`src/include/standby_pkg.sv`:
```
// Shared constants and types for the standby sequencer and its restart timer.
// Assumes a single core clock; the bus offsets are byte addresses of 32-bit words.
package standby_pkg;
	localparam logic [11:0] CTRL_OFS = 12'h000;
	localparam logic [11:0] OSC_OFS = 12'h004;
	localparam logic [11:0] STAT_OFS = 12'h008;
	localparam int CTRL_N_LSB = 0;
	localparam int CTRL_M_LSB = 8;
	localparam logic [15:0] CTRL_RST = 16'h00ff;
	localparam logic [15:0] OSC_RST = 16'h0400;
	localparam logic [15:0] M_ZERO_DIV = 16'h0100;
	localparam logic [15:0] RST_DIV_DEF = 16'h0100;
	localparam logic [15:0] RST_CNT_DEF = 16'h0100;
	localparam logic [15:0] OSC_DIV = 16'h0001;
	localparam int OP_IRQ_BIT = 3;
	localparam int OP_TMR_BIT = 1;
	localparam logic [3:0] OP_RESET_ONLY = 4'h0;

	typedef enum logic [5:0] {
		ST_RUN = 6'h01,
		ST_HALT = 6'h02,
		ST_STOP = 6'h04,
		ST_RESET = 6'h08,
		ST_OSC = 6'h10,
		ST_WAIT = 6'h20
	} state_type;

	typedef enum logic [1:0] {
		RES_ZERO = 2'h0,
		RES_NEXT = 2'h1,
		RES_VEC = 2'h2
	} resume_type;

	typedef enum logic [1:0] {
		CAUSE_NONE = 2'h0,
		CAUSE_RESET = 2'h1,
		CAUSE_IRQ = 2'h2,
		CAUSE_TIMER = 2'h3
	} cause_type;
endpackage

```
`src/include/standby_timer_if.sv`:
```
// Link between the standby sequencer and its restart wait timer.
// Assumes both ends share the core clock.
`timescale 1ns/1ps
`default_nettype none
interface standby_timer_if;
	logic start;
	logic [15:0] div;
	logic [15:0] count;
	logic done;
	modport ctrl (output start, output div, output count, input done);
	modport timer (input start, input div, input count, output done);
endinterface
`default_nettype wire

```
`src/core/standby_ctrl.sv`:
```
// Standby sequencer: halt and stop entry, wake decision, restart wait, resume address.
// Assumes request and enable flags come from core-clock logic;
// the reset pin and power-fail detector are asynchronous and are synchronised here.
//
// Local design decisions: the address map and register access over AHB-Lite.
`timescale 1ns/1ps
`default_nettype none
module standby_ctrl #(
	parameter int unsigned NUM_SRC = 4,
	parameter int unsigned TMR_IDX = 0,
	parameter logic [15:0] RST_DIV = standby_pkg::RST_DIV_DEF,
	parameter logic [15:0] RST_CNT = standby_pkg::RST_CNT_DEF
) (
	input wire logic CORE_CLK_I,
	input wire logic ARST_N_I,
	input wire logic CLK_EN_I,
	input wire logic HSEL_I,
	input wire logic [31:0] HADDR_I,
	input wire logic [1:0] HTRANS_I,
	input wire logic HWRITE_I,
	input wire logic [2:0] HSIZE_I,
	input wire logic [31:0] HWDATA_I,
	input wire logic HREADY_I,
	output logic [31:0] HRDATA_O,
	output logic HREADYOUT_O,
	output logic HRESP_O,
	input wire logic RESET_PIN_N_I,
	input wire logic POWER_FAIL_I,
	input wire logic HALT_EXEC_I,
	input wire logic STOP_EXEC_I,
	input wire logic [3:0] OPERAND_I,
	input wire logic [NUM_SRC-1:0] PERIPHERAL_REQUEST_FLAG_I,
	input wire logic [NUM_SRC-1:0] PERIPHERAL_WAKE_ENABLE_FLAG_I,
	input wire logic GLOBAL_INTERRUPTS_ENABLED_I,
	output logic CORE_CLK_EN_O,
	output logic OSC_EN_O,
	output logic HALT_MODE_O,
	output logic STOP_MODE_O,
	output logic INIT_O,
	output logic RESUME_O,
	output standby_pkg::resume_type RESUME_SEL_O,
	output logic [$clog2(NUM_SRC)-1:0] VECTOR_O
);
	import standby_pkg::*;

	localparam int IW = $clog2(NUM_SRC);
	localparam logic [NUM_SRC-1:0] TMR_MASK = NUM_SRC'(1) << TMR_IDX;

	// Lowest index is the highest priority
	function automatic logic [IW-1:0] first_src(input logic [NUM_SRC-1:0] v);
		logic [IW-1:0] r;
		r = '0;
		for (int i = NUM_SRC - 1; i >= 0; i--) begin
			if (v[i]) begin
				r = IW'(i);
			end
		end
		return r;
	endfunction

	function automatic logic irq_hit(input logic [3:0] op, input logic [NUM_SRC-1:0] pend);
		return op[OP_IRQ_BIT] && (|pend);
	endfunction

	standby_timer_if tmr ();

	standby_wait_timer u_wait_timer (
		.clk_i(CORE_CLK_I),
		.arst_n_i(ARST_N_I),
		.clk_en_i(CLK_EN_I),
		.tmr(tmr)
	);

	// Reset pin and power-fail detector synchronisers
	logic [1:0] rpin_q, rpin_d, pfail_q, pfail_d;
	logic rst_req;

	always_comb begin
		rpin_d = {rpin_q[0], RESET_PIN_N_I};
		pfail_d = {pfail_q[0], POWER_FAIL_I};
	end

	always_ff @(posedge CORE_CLK_I or negedge ARST_N_I) begin
		if (!ARST_N_I) begin
			rpin_q <= 2'h0;
			pfail_q <= 2'h3;
		end else if (CLK_EN_I) begin
			rpin_q <= rpin_d;
			pfail_q <= pfail_d;
		end
	end

	assign rst_req = !rpin_q[1] || pfail_q[1];

	// Wake terms
	logic [NUM_SRC-1:0] pend, pend_stop;
	logic tmr_req;

	assign pend = PERIPHERAL_REQUEST_FLAG_I & PERIPHERAL_WAKE_ENABLE_FLAG_I;
	assign pend_stop = pend & ~TMR_MASK;
	assign tmr_req = PERIPHERAL_REQUEST_FLAG_I[TMR_IDX];

	// Sequencer state
	state_type state_q, state_d;
	logic [3:0] op_q, op_d;
	cause_type cause_q, cause_d;
	resume_type sel_q, sel_d;
	logic [IW-1:0] vec_q, vec_d;
	logic pulse_q, pulse_d, init_q, init_d, cold_q, cold_d;
	logic [15:0] wdiv_q, wdiv_d, wcnt_q, wcnt_d;
	logic [15:0] ctrl_q, osc_q;
	logic [7:0] mod_n, div_m;
	logic halt_irq, halt_tmr, stop_irq;
	logic new_halt_wake, new_stop_wake;

	assign mod_n = ctrl_q[CTRL_N_LSB +: 8];
	assign div_m = ctrl_q[CTRL_M_LSB +: 8];
	assign halt_irq = irq_hit(op_q, pend);
	assign halt_tmr = op_q[OP_TMR_BIT] && tmr_req;
	assign stop_irq = irq_hit(op_q, pend_stop);
	// Flags as they stand at the instruction; a clear must already have landed
	assign new_halt_wake = irq_hit(OPERAND_I, pend) || (OPERAND_I[OP_TMR_BIT] && tmr_req);
	assign new_stop_wake = irq_hit(OPERAND_I, pend_stop);

	always_comb begin
		state_d = state_q;
		op_d = op_q;
		cause_d = cause_q;
		sel_d = sel_q;
		vec_d = vec_q;
		pulse_d = 1'b0;
		init_d = 1'b0;
		cold_d = cold_q;
		wdiv_d = wdiv_q;
		wcnt_d = wcnt_q;
		tmr.start = 1'b0;
		tmr.div = wdiv_q;
		tmr.count = wcnt_q;
		if (rst_req) begin
			// Reset outranks every mode and always restarts at address zero
			state_d = ST_RESET;
			cause_d = CAUSE_RESET;
			sel_d = RES_ZERO;
			wdiv_d = RST_DIV;
			wcnt_d = RST_CNT;
		end else begin
			case (state_q)
				ST_RESET: begin
					tmr.start = 1'b1;
					if (cold_q) begin
						// Oscillator was off: let it settle first
						tmr.div = OSC_DIV;
						tmr.count = osc_q;
						state_d = ST_OSC;
					end else begin
						state_d = ST_WAIT;
					end
				end
				ST_RUN: begin
					if (HALT_EXEC_I) begin
						if (!new_halt_wake) begin
							state_d = ST_HALT;
							op_d = OPERAND_I;
						end
					end else if (STOP_EXEC_I) begin
						if (!new_stop_wake) begin
							state_d = ST_STOP;
							op_d = OPERAND_I;
							cold_d = 1'b1;
							// Restart wait settings captured at entry
							wdiv_d = (div_m == 8'h00) ? M_ZERO_DIV : {8'h00, div_m};
							wcnt_d = {8'h00, mod_n} + 16'h0001;
							init_d = (OPERAND_I == OP_RESET_ONLY);
						end
					end
				end
				ST_HALT: begin
					if (halt_irq || halt_tmr) begin
						state_d = ST_RUN;
						pulse_d = 1'b1;
						cause_d = halt_irq ? CAUSE_IRQ : CAUSE_TIMER;
						if (GLOBAL_INTERRUPTS_ENABLED_I && (|pend)) begin
							sel_d = RES_VEC;
							vec_d = first_src(pend);
						end else begin
							sel_d = RES_NEXT;
						end
					end
				end
				ST_STOP: begin
					if (stop_irq) begin
						state_d = ST_OSC;
						cause_d = CAUSE_IRQ;
						tmr.start = 1'b1;
						tmr.div = OSC_DIV;
						tmr.count = osc_q;
						if (GLOBAL_INTERRUPTS_ENABLED_I) begin
							sel_d = RES_VEC;
							vec_d = first_src(pend_stop);
						end else begin
							sel_d = RES_NEXT;
						end
					end
				end
				ST_OSC: begin
					if (tmr.done) begin
						cold_d = 1'b0;
						tmr.start = 1'b1;
						state_d = ST_WAIT;
					end
				end
				ST_WAIT: begin
					if (tmr.done) begin
						state_d = ST_RUN;
						pulse_d = 1'b1;
					end
				end
				default: begin
					state_d = ST_RESET;
				end
			endcase
		end
	end

	always_ff @(posedge CORE_CLK_I or negedge ARST_N_I) begin
		if (!ARST_N_I) begin
			state_q <= ST_RESET;
			op_q <= OP_RESET_ONLY;
			cause_q <= CAUSE_NONE;
			sel_q <= RES_ZERO;
			vec_q <= '0;
			pulse_q <= 1'b0;
			init_q <= 1'b0;
			cold_q <= 1'b0;
			wdiv_q <= RST_DIV;
			wcnt_q <= RST_CNT;
		end else if (CLK_EN_I) begin
			state_q <= state_d;
			op_q <= op_d;
			cause_q <= cause_d;
			sel_q <= sel_d;
			vec_q <= vec_d;
			pulse_q <= pulse_d;
			init_q <= init_d;
			cold_q <= cold_d;
			wdiv_q <= wdiv_d;
			wcnt_q <= wcnt_d;
		end
	end

	assign CORE_CLK_EN_O = (state_q == ST_RUN);
	assign OSC_EN_O = (state_q != ST_STOP);
	assign HALT_MODE_O = (state_q == ST_HALT);
	assign STOP_MODE_O = (state_q == ST_STOP);
	assign INIT_O = init_q;
	assign RESUME_O = pulse_q;
	assign RESUME_SEL_O = sel_q;
	assign VECTOR_O = vec_q;

	// Register slave; zero wait states, so hready is never pulled low
	logic [15:0] ctrl_d, osc_d;
	logic wr_q, wr_d;
	logic [11:0] wa_q, wa_d;
	logic [31:0] rd_q, rd_d, stat_w;

	assign stat_w = {20'h0, cause_q, op_q, state_q};

	always_comb begin
		ctrl_d = ctrl_q;
		osc_d = osc_q;
		wr_d = 1'b0;
		wa_d = wa_q;
		rd_d = '0;
		if (wr_q) begin
			case (wa_q)
				CTRL_OFS: begin
					ctrl_d = HWDATA_I[15:0];
				end
				OSC_OFS: begin
					osc_d = HWDATA_I[15:0];
				end
				default: begin
				end
			endcase
		end
		if (HSEL_I && HTRANS_I[1] && HREADY_I) begin
			wr_d = HWRITE_I;
			wa_d = HADDR_I[11:0];
			if (!HWRITE_I) begin
				// Next values, so a read right after a write sees it
				case (HADDR_I[11:0])
					CTRL_OFS: begin
						rd_d = {16'h0, ctrl_d};
					end
					OSC_OFS: begin
						rd_d = {16'h0, osc_d};
					end
					STAT_OFS: begin
						rd_d = stat_w;
					end
					default: begin
						rd_d = '0;
					end
				endcase
			end
		end
	end

	always_ff @(posedge CORE_CLK_I or negedge ARST_N_I) begin
		if (!ARST_N_I) begin
			ctrl_q <= CTRL_RST;
			osc_q <= OSC_RST;
			wr_q <= 1'b0;
			wa_q <= '0;
			rd_q <= '0;
		end else if (CLK_EN_I) begin
			ctrl_q <= ctrl_d;
			osc_q <= osc_d;
			wr_q <= wr_d;
			wa_q <= wa_d;
			rd_q <= rd_d;
		end
	end

	assign HRDATA_O = rd_q;
	assign HREADYOUT_O = 1'b1;
	assign HRESP_O = 1'b0;
endmodule // standby_ctrl
`default_nettype wire

```
`src/core/standby_wait_timer.sv`:
```
// Restart wait timer: counts ticks of the core clock divided by div.
// Assumes start is a one-cycle pulse; a new start restarts the count.
`timescale 1ns/1ps
`default_nettype none
module standby_wait_timer (
	input wire logic clk_i,
	input wire logic arst_n_i,
	input wire logic clk_en_i,
	standby_timer_if.timer tmr
);
	import standby_pkg::*;

	logic [15:0] pre_q, pre_d, cnt_q, cnt_d, div_q, div_d, lim_q, lim_d;
	logic busy_q, busy_d, done_q, done_d;

	assign tmr.done = done_q;

	always_comb begin
		pre_d = pre_q;
		cnt_d = cnt_q;
		div_d = div_q;
		lim_d = lim_q;
		busy_d = busy_q;
		done_d = 1'b0;
		if (tmr.start) begin
			pre_d = '0;
			cnt_d = '0;
			// Zero divider behaves as one so the wait cannot hang
			div_d = (tmr.div == '0) ? OSC_DIV : tmr.div;
			lim_d = tmr.count;
			busy_d = 1'b1;
		end else if (busy_q) begin
			if (pre_q + 16'h0001 >= div_q) begin
				pre_d = '0;
				cnt_d = cnt_q + 16'h0001;
				if (cnt_q + 16'h0001 >= lim_q) begin
					busy_d = 1'b0;
					done_d = 1'b1;
				end
			end else begin
				pre_d = pre_q + 16'h0001;
			end
		end
	end

	always_ff @(posedge clk_i or negedge arst_n_i) begin
		if (!arst_n_i) begin
			pre_q <= '0;
			cnt_q <= '0;
			div_q <= OSC_DIV;
			lim_q <= '0;
			busy_q <= 1'b0;
			done_q <= 1'b0;
		end else if (clk_en_i) begin
			pre_q <= pre_d;
			cnt_q <= cnt_d;
			div_q <= div_d;
			lim_q <= lim_d;
			busy_q <= busy_d;
			done_q <= done_d;
		end
	end
endmodule // standby_wait_timer
`default_nettype wire

```
`config.mk`:
```
export PLATFORM = sky130hd
export DESIGN_NAME = standby_ctrl
export DESIGN_NICKNAME = d
export VERILOG_FILES = /design/src/include/standby_pkg.sv /design/src/include/standby_timer_if.sv /design/src/core/standby_ctrl.sv /design/src/core/standby_wait_timer.sv
export SDC_FILE = /design/constraint.sdc
export NUM_CORES = 1
export LEC_CHECK = 0
export ABC_AREA = 1
export ABC_CLOCK_PERIOD_IN_PS = 3600
export BUFFER_PORTS_ARGS = -buffer_cell sky130_fd_sc_hd__buf_2
export CORE_UTILIZATION = 40
export DETAILED_ROUTE_END_ITERATION = 10
export PLACE_DENSITY = 0.57
export SLEW_MARGIN = 20
export SYNTH_ARGS = -nofsm -noshare
export SYNTH_HDL_FRONTEND = slang
export SYNTH_SLANG_ARGS = --single-unit
```
`constraint.sdc`:
```
create_clock -name CORE_CLK_I -period 3.6 [get_ports CORE_CLK_I]
set_clock_uncertainty 0.05 [all_clocks]
set_input_delay 0.36 -clock CORE_CLK_I [delete_from_list [all_inputs] [get_ports CORE_CLK_I]]
set_output_delay 0.36 -clock CORE_CLK_I [all_outputs]
set_load 0.005 [all_outputs]
```
Word-level counts from Yosys, hierarchy flattened
Cells that the tools add are included.
- $add $sub $neg: 3
- order comparisons: 2
- equality and inequality tests: 29
- multiplexer cells: 94
- bitwise logic cells: 2
- reductions and logical operators: 38
- operators with widths (operator ; number):
    $mux W16 ; 29
    $pmux W16 S2 ; 2
    $mux W6 ; 10
    $pmux W16 S3 ; 1
    $pmux W6 S6 ; 1
    $add A16 B1 Y16 const B ; 2
    $ge A16 B16 Y1 ; 2
    $mux W2 ; 16
    $eq A12 B3 Y1 const B ; 2
    $logic_not A12 Y1 ; 2
    $mux W1 ; 24
    $logic_not A16 Y1 ; 1
    $mux W4 ; 4
    $ne A2 B2 Y1 const B ; 7
    $reduce_and A7 Y1 ; 2
    $reduce_bool A2 Y1 ; 7
    $eq A12 B4 Y1 const B ; 1
    $pmux W2 S2 ; 3
    $ne A2 B1 Y1 const B ; 5
    $add A8 B1 Y9 const B ; 1
    $logic_and A1 B1 Y1 ; 9
    $mux W9 ; 1
    $logic_not A8 Y1 ; 1
    $ne A4 B4 Y1 const B ; 2
    other kinds (26) ; 33
- flip-flop bits (word level): 198
- input bits: 92

Logic depth before layout (Yosys ltp)
- word-level depth: 8
- depth in mapped cells: 19

Cells and area by module
From an unflattened synthesis, not the netlist that was laid out.
- cell total of the unflattened synthesis: 1376
- area total of the unflattened synthesis: 10087.2 µm²
- modules (own cells, without submodules) (module ; instances ; cells each ; area an instance (µm²) ; sequential area each (µm²)):
    standby_ctrl ; 1 ; 798 ; 5785.5 ; 2570.0
    standby_wait_timer ; 1 ; 578 ; 4301.6 ; 1652.8

Worst setup path before layout
OpenSTA, ideal clock, no wires.
- path type: reg-to-reg
- from: reg u_wait_timer.cnt_q[0]
- to: reg u_wait_timer.busy_q
- data arrival time: 2.354 ns
- setup slack: 1.077 ns
- stages on the path, launching flop included: 20
- buffers on the path: 0
- clock period less this slack: 2.523 ns
- cell sequence: dfrtp_1 -> ha_1 -> nand2_1 -> nor2_1 -> nand2_1 -> nor2_1 -> inv_1 -> nor2_1 -> xor2_1 -> inv_1 -> ha_1 -> nand2_1 -> nor4_1 -> nand3_1 -> nand3_1 -> nand2_1 -> inv_1 -> nand2_1 -> nand2_1 -> nand2_1
- word-level cells in the longest chain between the ends: 6
- RTL lines (element ; RTL line ; source):
    from (decl) ; standby_wait_timer.sv:13 ; logic [15:0] pre_q, pre_d, cnt_q, cnt_d, div_q, div_d, lim_q, lim_d;
    from (signal assigned) ; standby_wait_timer.sv:56 ; cnt_q <= cnt_d;
    $add A16 B1 Y16 ; standby_wait_timer.sv:36 ; if (cnt_q + 16'h0001 >= lim_q) begin
    $ge A16 B16 Y1 ; standby_wait_timer.sv:36 ;
    $mux W1 ; standby_wait_timer.sv:36 ;
    $mux W1 ; standby_wait_timer.sv:33 ; if (pre_q + 16'h0001 >= div_q) begin
    $mux W1 ; standby_wait_timer.sv:32 ; end else if (busy_q) begin
    $mux W1 ; standby_wait_timer.sv:25 ; if (tmr.start) begin
    to (signal assigned) ; standby_wait_timer.sv:59 ; busy_q <= busy_d;
    to (decl) ; standby_wait_timer.sv:14 ; logic busy_q, busy_d, done_q, done_d;
No other way between the ends.
A chain may end at the register's enable or synchronous reset.

Worst setup path in the final report
- from: reg u_wait_timer.cnt_q[0]
- to: reg u_wait_timer.done_q, in the netlist u_wait_timer.tmr.done
- word-level cells in the longest chain between the ends: 6
- RTL lines (element ; RTL line ; source):
    $add A16 B1 Y16 ; standby_wait_timer.sv:36 ;
    $ge A16 B16 Y1 ; standby_wait_timer.sv:36 ;
    $mux W1 ; standby_wait_timer.sv:36 ;
    $mux W1 ; standby_wait_timer.sv:33 ;
    $mux W1 ; standby_wait_timer.sv:32 ;
    $mux W1 ; standby_wait_timer.sv:25 ;
    to (signal assigned) ; standby_wait_timer.sv:60 ; done_q <= done_d;
    to (decl) ; standby_wait_timer.sv:14 ;
No other way between the ends.

==> flow_metrics.tcl <==
set metrics [dict create \
    cts_root_buf "clkbuf_16" \
    syn_to_final_growth_pct 13.1 \
    max_freq_mhz 340 \
    final_common_cell "nand2_1" \
    drv_cap 0 \
    slowest_stage "dfrtp_1" \
    mostFrequentLayoutCells "nand2_1, dfrtp_1, inv_1, o21ai_0, buf_2" \
    track_usage_pct 20.9 \
    vias_per_cell 4.99 \
    rsz0062_at_grt "false" \
    cp.required_ps 3890 \
    ir_drop_uv 283 \
    start_util_pct 41.3 \
    wl_mm 23.0 \
    antenna_found_initial 2 \
    drtIter0Drc 464 \
    async_reset_ff_share_pct 100 \
    setup_viol 0 \
    core_area_um2 22200 \
    cts.clk_slew.worst_paths_ps 70 \
    design.die.area_um2 23500 \
    vias 7819 \
    io_buffers 77 \
    cts_tree "yes" \
    cp_cell_sequence "inv_1 -> nor2_1 -> nand3_1 -> nor2_1 -> nand3_1 -> xor2_1 -> inv_1 -> ha_1 -> nand2_1 -> nor4_1 -> nand3_1 -> nand3_1 -> nand2_1 -> inv_1 -> nand2_1 -> o21ai_0" \
    final_antenna_net_count 0 \
    finalNetCount 1392 \
    drc 0 \
    wl_per_cell_um 14.7 \
    status "complete, no violations" \
    fin_cells 1566 \
    critical_path_class "flip-flop to flip-flop" \
    grt_pass1_vias 7646 \
    ys_ff_latch 161 \
    place_inst 1532 \
    h-tree-depth 4 \
    end_kind "flip-flop" \
    numCtsBuffers 17 \
    synth-seq-area-share_pct 44.2 \
    yosysWarnings 0 \
    crit_buf_inv 3 \
    min_period_over_period_pct 81.7 \
    synth_area_um2 9160 \
    num_rows 54 \
    grt_max_degree 70 \
    relSlewSlack_pct 40.7 \
    worst-endpoint-arrival_ps 3230 \
    tightest_slew_ps 887 \
    min_period_ps 2940 \
    cts_setup_buffers 0 \
    path_common_cell "nand3_1" \
    place_congestion 0.851 \
    die_x_um 153 \
    hold_class "input port to flip-flop" \
    drv_slew 0 \
    crit_path_max_incr_delay_ps 400 \
    cts_sinks 161 \
    num-fill-cells 2310 \
    crit_path_start_kind "flip-flop" \
    io_pins 136 \
    hpwl_mm 16.6 \
    drive_above_1_share_pct 13.5 \
    avgSynthCellArea_um2 7.59 \
    syn_inst 1207 \
    drt_pass1_iterations 5 \
    p_leak_nw 5.17 \
    path_delay_family "simple AND/OR/NAND/NOR gates" \
    fin_util_pct 46.7 \
    clk_path_buf_depth 2 \
    ys.flop_type "dfrtp_1" \
    insertion_delay_ps 430 \
    grt_pass1_wl_mm 39.0 \
    die_y_um 153 \
    synth_edf_count 0 \
    synth_cell_types 47 \
    overflow 0 \
    crit_fanout 4 \
    hold_violations 0 \
    p_per_area_nw_per_um2 519 \
    timing.hold.ws_ps 77.6 \
    finalSetupTns_ps 0 \
]
==> power by group <==
part | total [W] | switching, W | internal (W)
registers | 0.00214 | 0.000119 | 0.00202
logic | 0.00124 | 0.000855 | 0.000386
clock network | 0.00199 | 0.000802 | 0.00119
==> routing by layer <==
layer  share of wire [%]  GRT usage [%]
met3                 4.0           3.86
met2                  46           33.8
met5                   0              0
met4                 1.2           5.96
met1                  49           28.5
==> state kept, by name, indices dropped and copies added (netlist names), 4 cells and up <==
signal              flops
state_q                 6
wa_q                   12
ctrl_q                 16
wcnt_q                  9
u_wait_timer.div_q      9
u_wait_timer.cnt_q     16
wdiv_q                  9
u_wait_timer.lim_q     16
osc_q                  16
HRDATA_O               16
u_wait_timer.pre_q     16
op_q                    4
==> cell type report <==
cell class	instances	area (µm²)	area share, %
antenna	1	2.50	0.0242
timing repair buffer	92	507	4.89
clock inverter	14	201	1.95
sequential	161	4050	39.1
multi-input combinational	855	4260	41.2
clock buffer	18	439	4.24
inverter	145	546	5.27
tap	280	350	3.38
==> synthesized netlist by cell type, types with 21 or more instances <==
cell type | n | area [µm²]
buf_4 | 23 | 173
a21oi_1 | 21 | 105
clkbuf_1 | 22 | 82.6
nand3_1 | 63 | 315
nor2_1 | 75 | 282
o21ai_0 | 115 | 576
ha_1 | 28 | 350
dfrtp_1 | 146 | 3650
nand2_1 | 366 | 1370
inv_1 | 142 | 533
nand4_1 | 31 | 194
==> final timing paths <==
path	slack, ps	cells after the start	start	to
max in group asynchronous	2160	3	ARST_N_I	state_q[3]
worst max-delay path	660	16	u_wait_timer.cnt_q[0]	u_wait_timer.tmr.done
worst max register to register	660	16	u_wait_timer.cnt_q[0]	u_wait_timer.tmr.done
worst min-delay path	80	3	POWER_FAIL_I	pfail_q[0]
worst min register to register	420	2	pfail_q[0]	pfail_q[1]
min in group asynchronous	480	2	ARST_N_I	u_wait_timer.cnt_q[6]
==> tightest hold or removal path, stage by stage <==
cell     delay, ps
buf_2           90
nand2_1         50
nand2_1         50
==> logic make-up (layout without fill, tap and decap cells) <==
family / count (synthesis) / in the layout / synth area share (%)
adder cells (fa/ha/maj): 28 / 28 / 3.83
AO/OA/AOI/OAI: 204 / 204 / 12.6
XOR/XNOR: 19 / 19 / 1.82
other: 2 / 19 / 0.0820
buffers and inverters: 207 / 269 / 9.91
flip-flops: 161 / 161 / 44.2
AND/OR/NAND/NOR: 586 / 586 / 27.5
==> metrics by stage <==
stage	instance area (µm²)	worst slack (ps)	power, W
after CTS	10400	642	0.00542
after floorplan	9220	1080	0.00313
after global placement	9700	686	0.00340
final	10400	660	0.00537
after global routing	10400	220	0.00570
after detailed placement	9700	622	0.00342
==> timing repair <==
| action | CTS | global route |
|---|---|---|
| hold buffers | 1 | 0 |
| hold endpoints to repair | 58 | 0 |
| gates resized for setup | 0 | 0 |
| setup endpoints to repair | 0 | 0 |
Note: power is estimated with default switching activity, not from simulation.
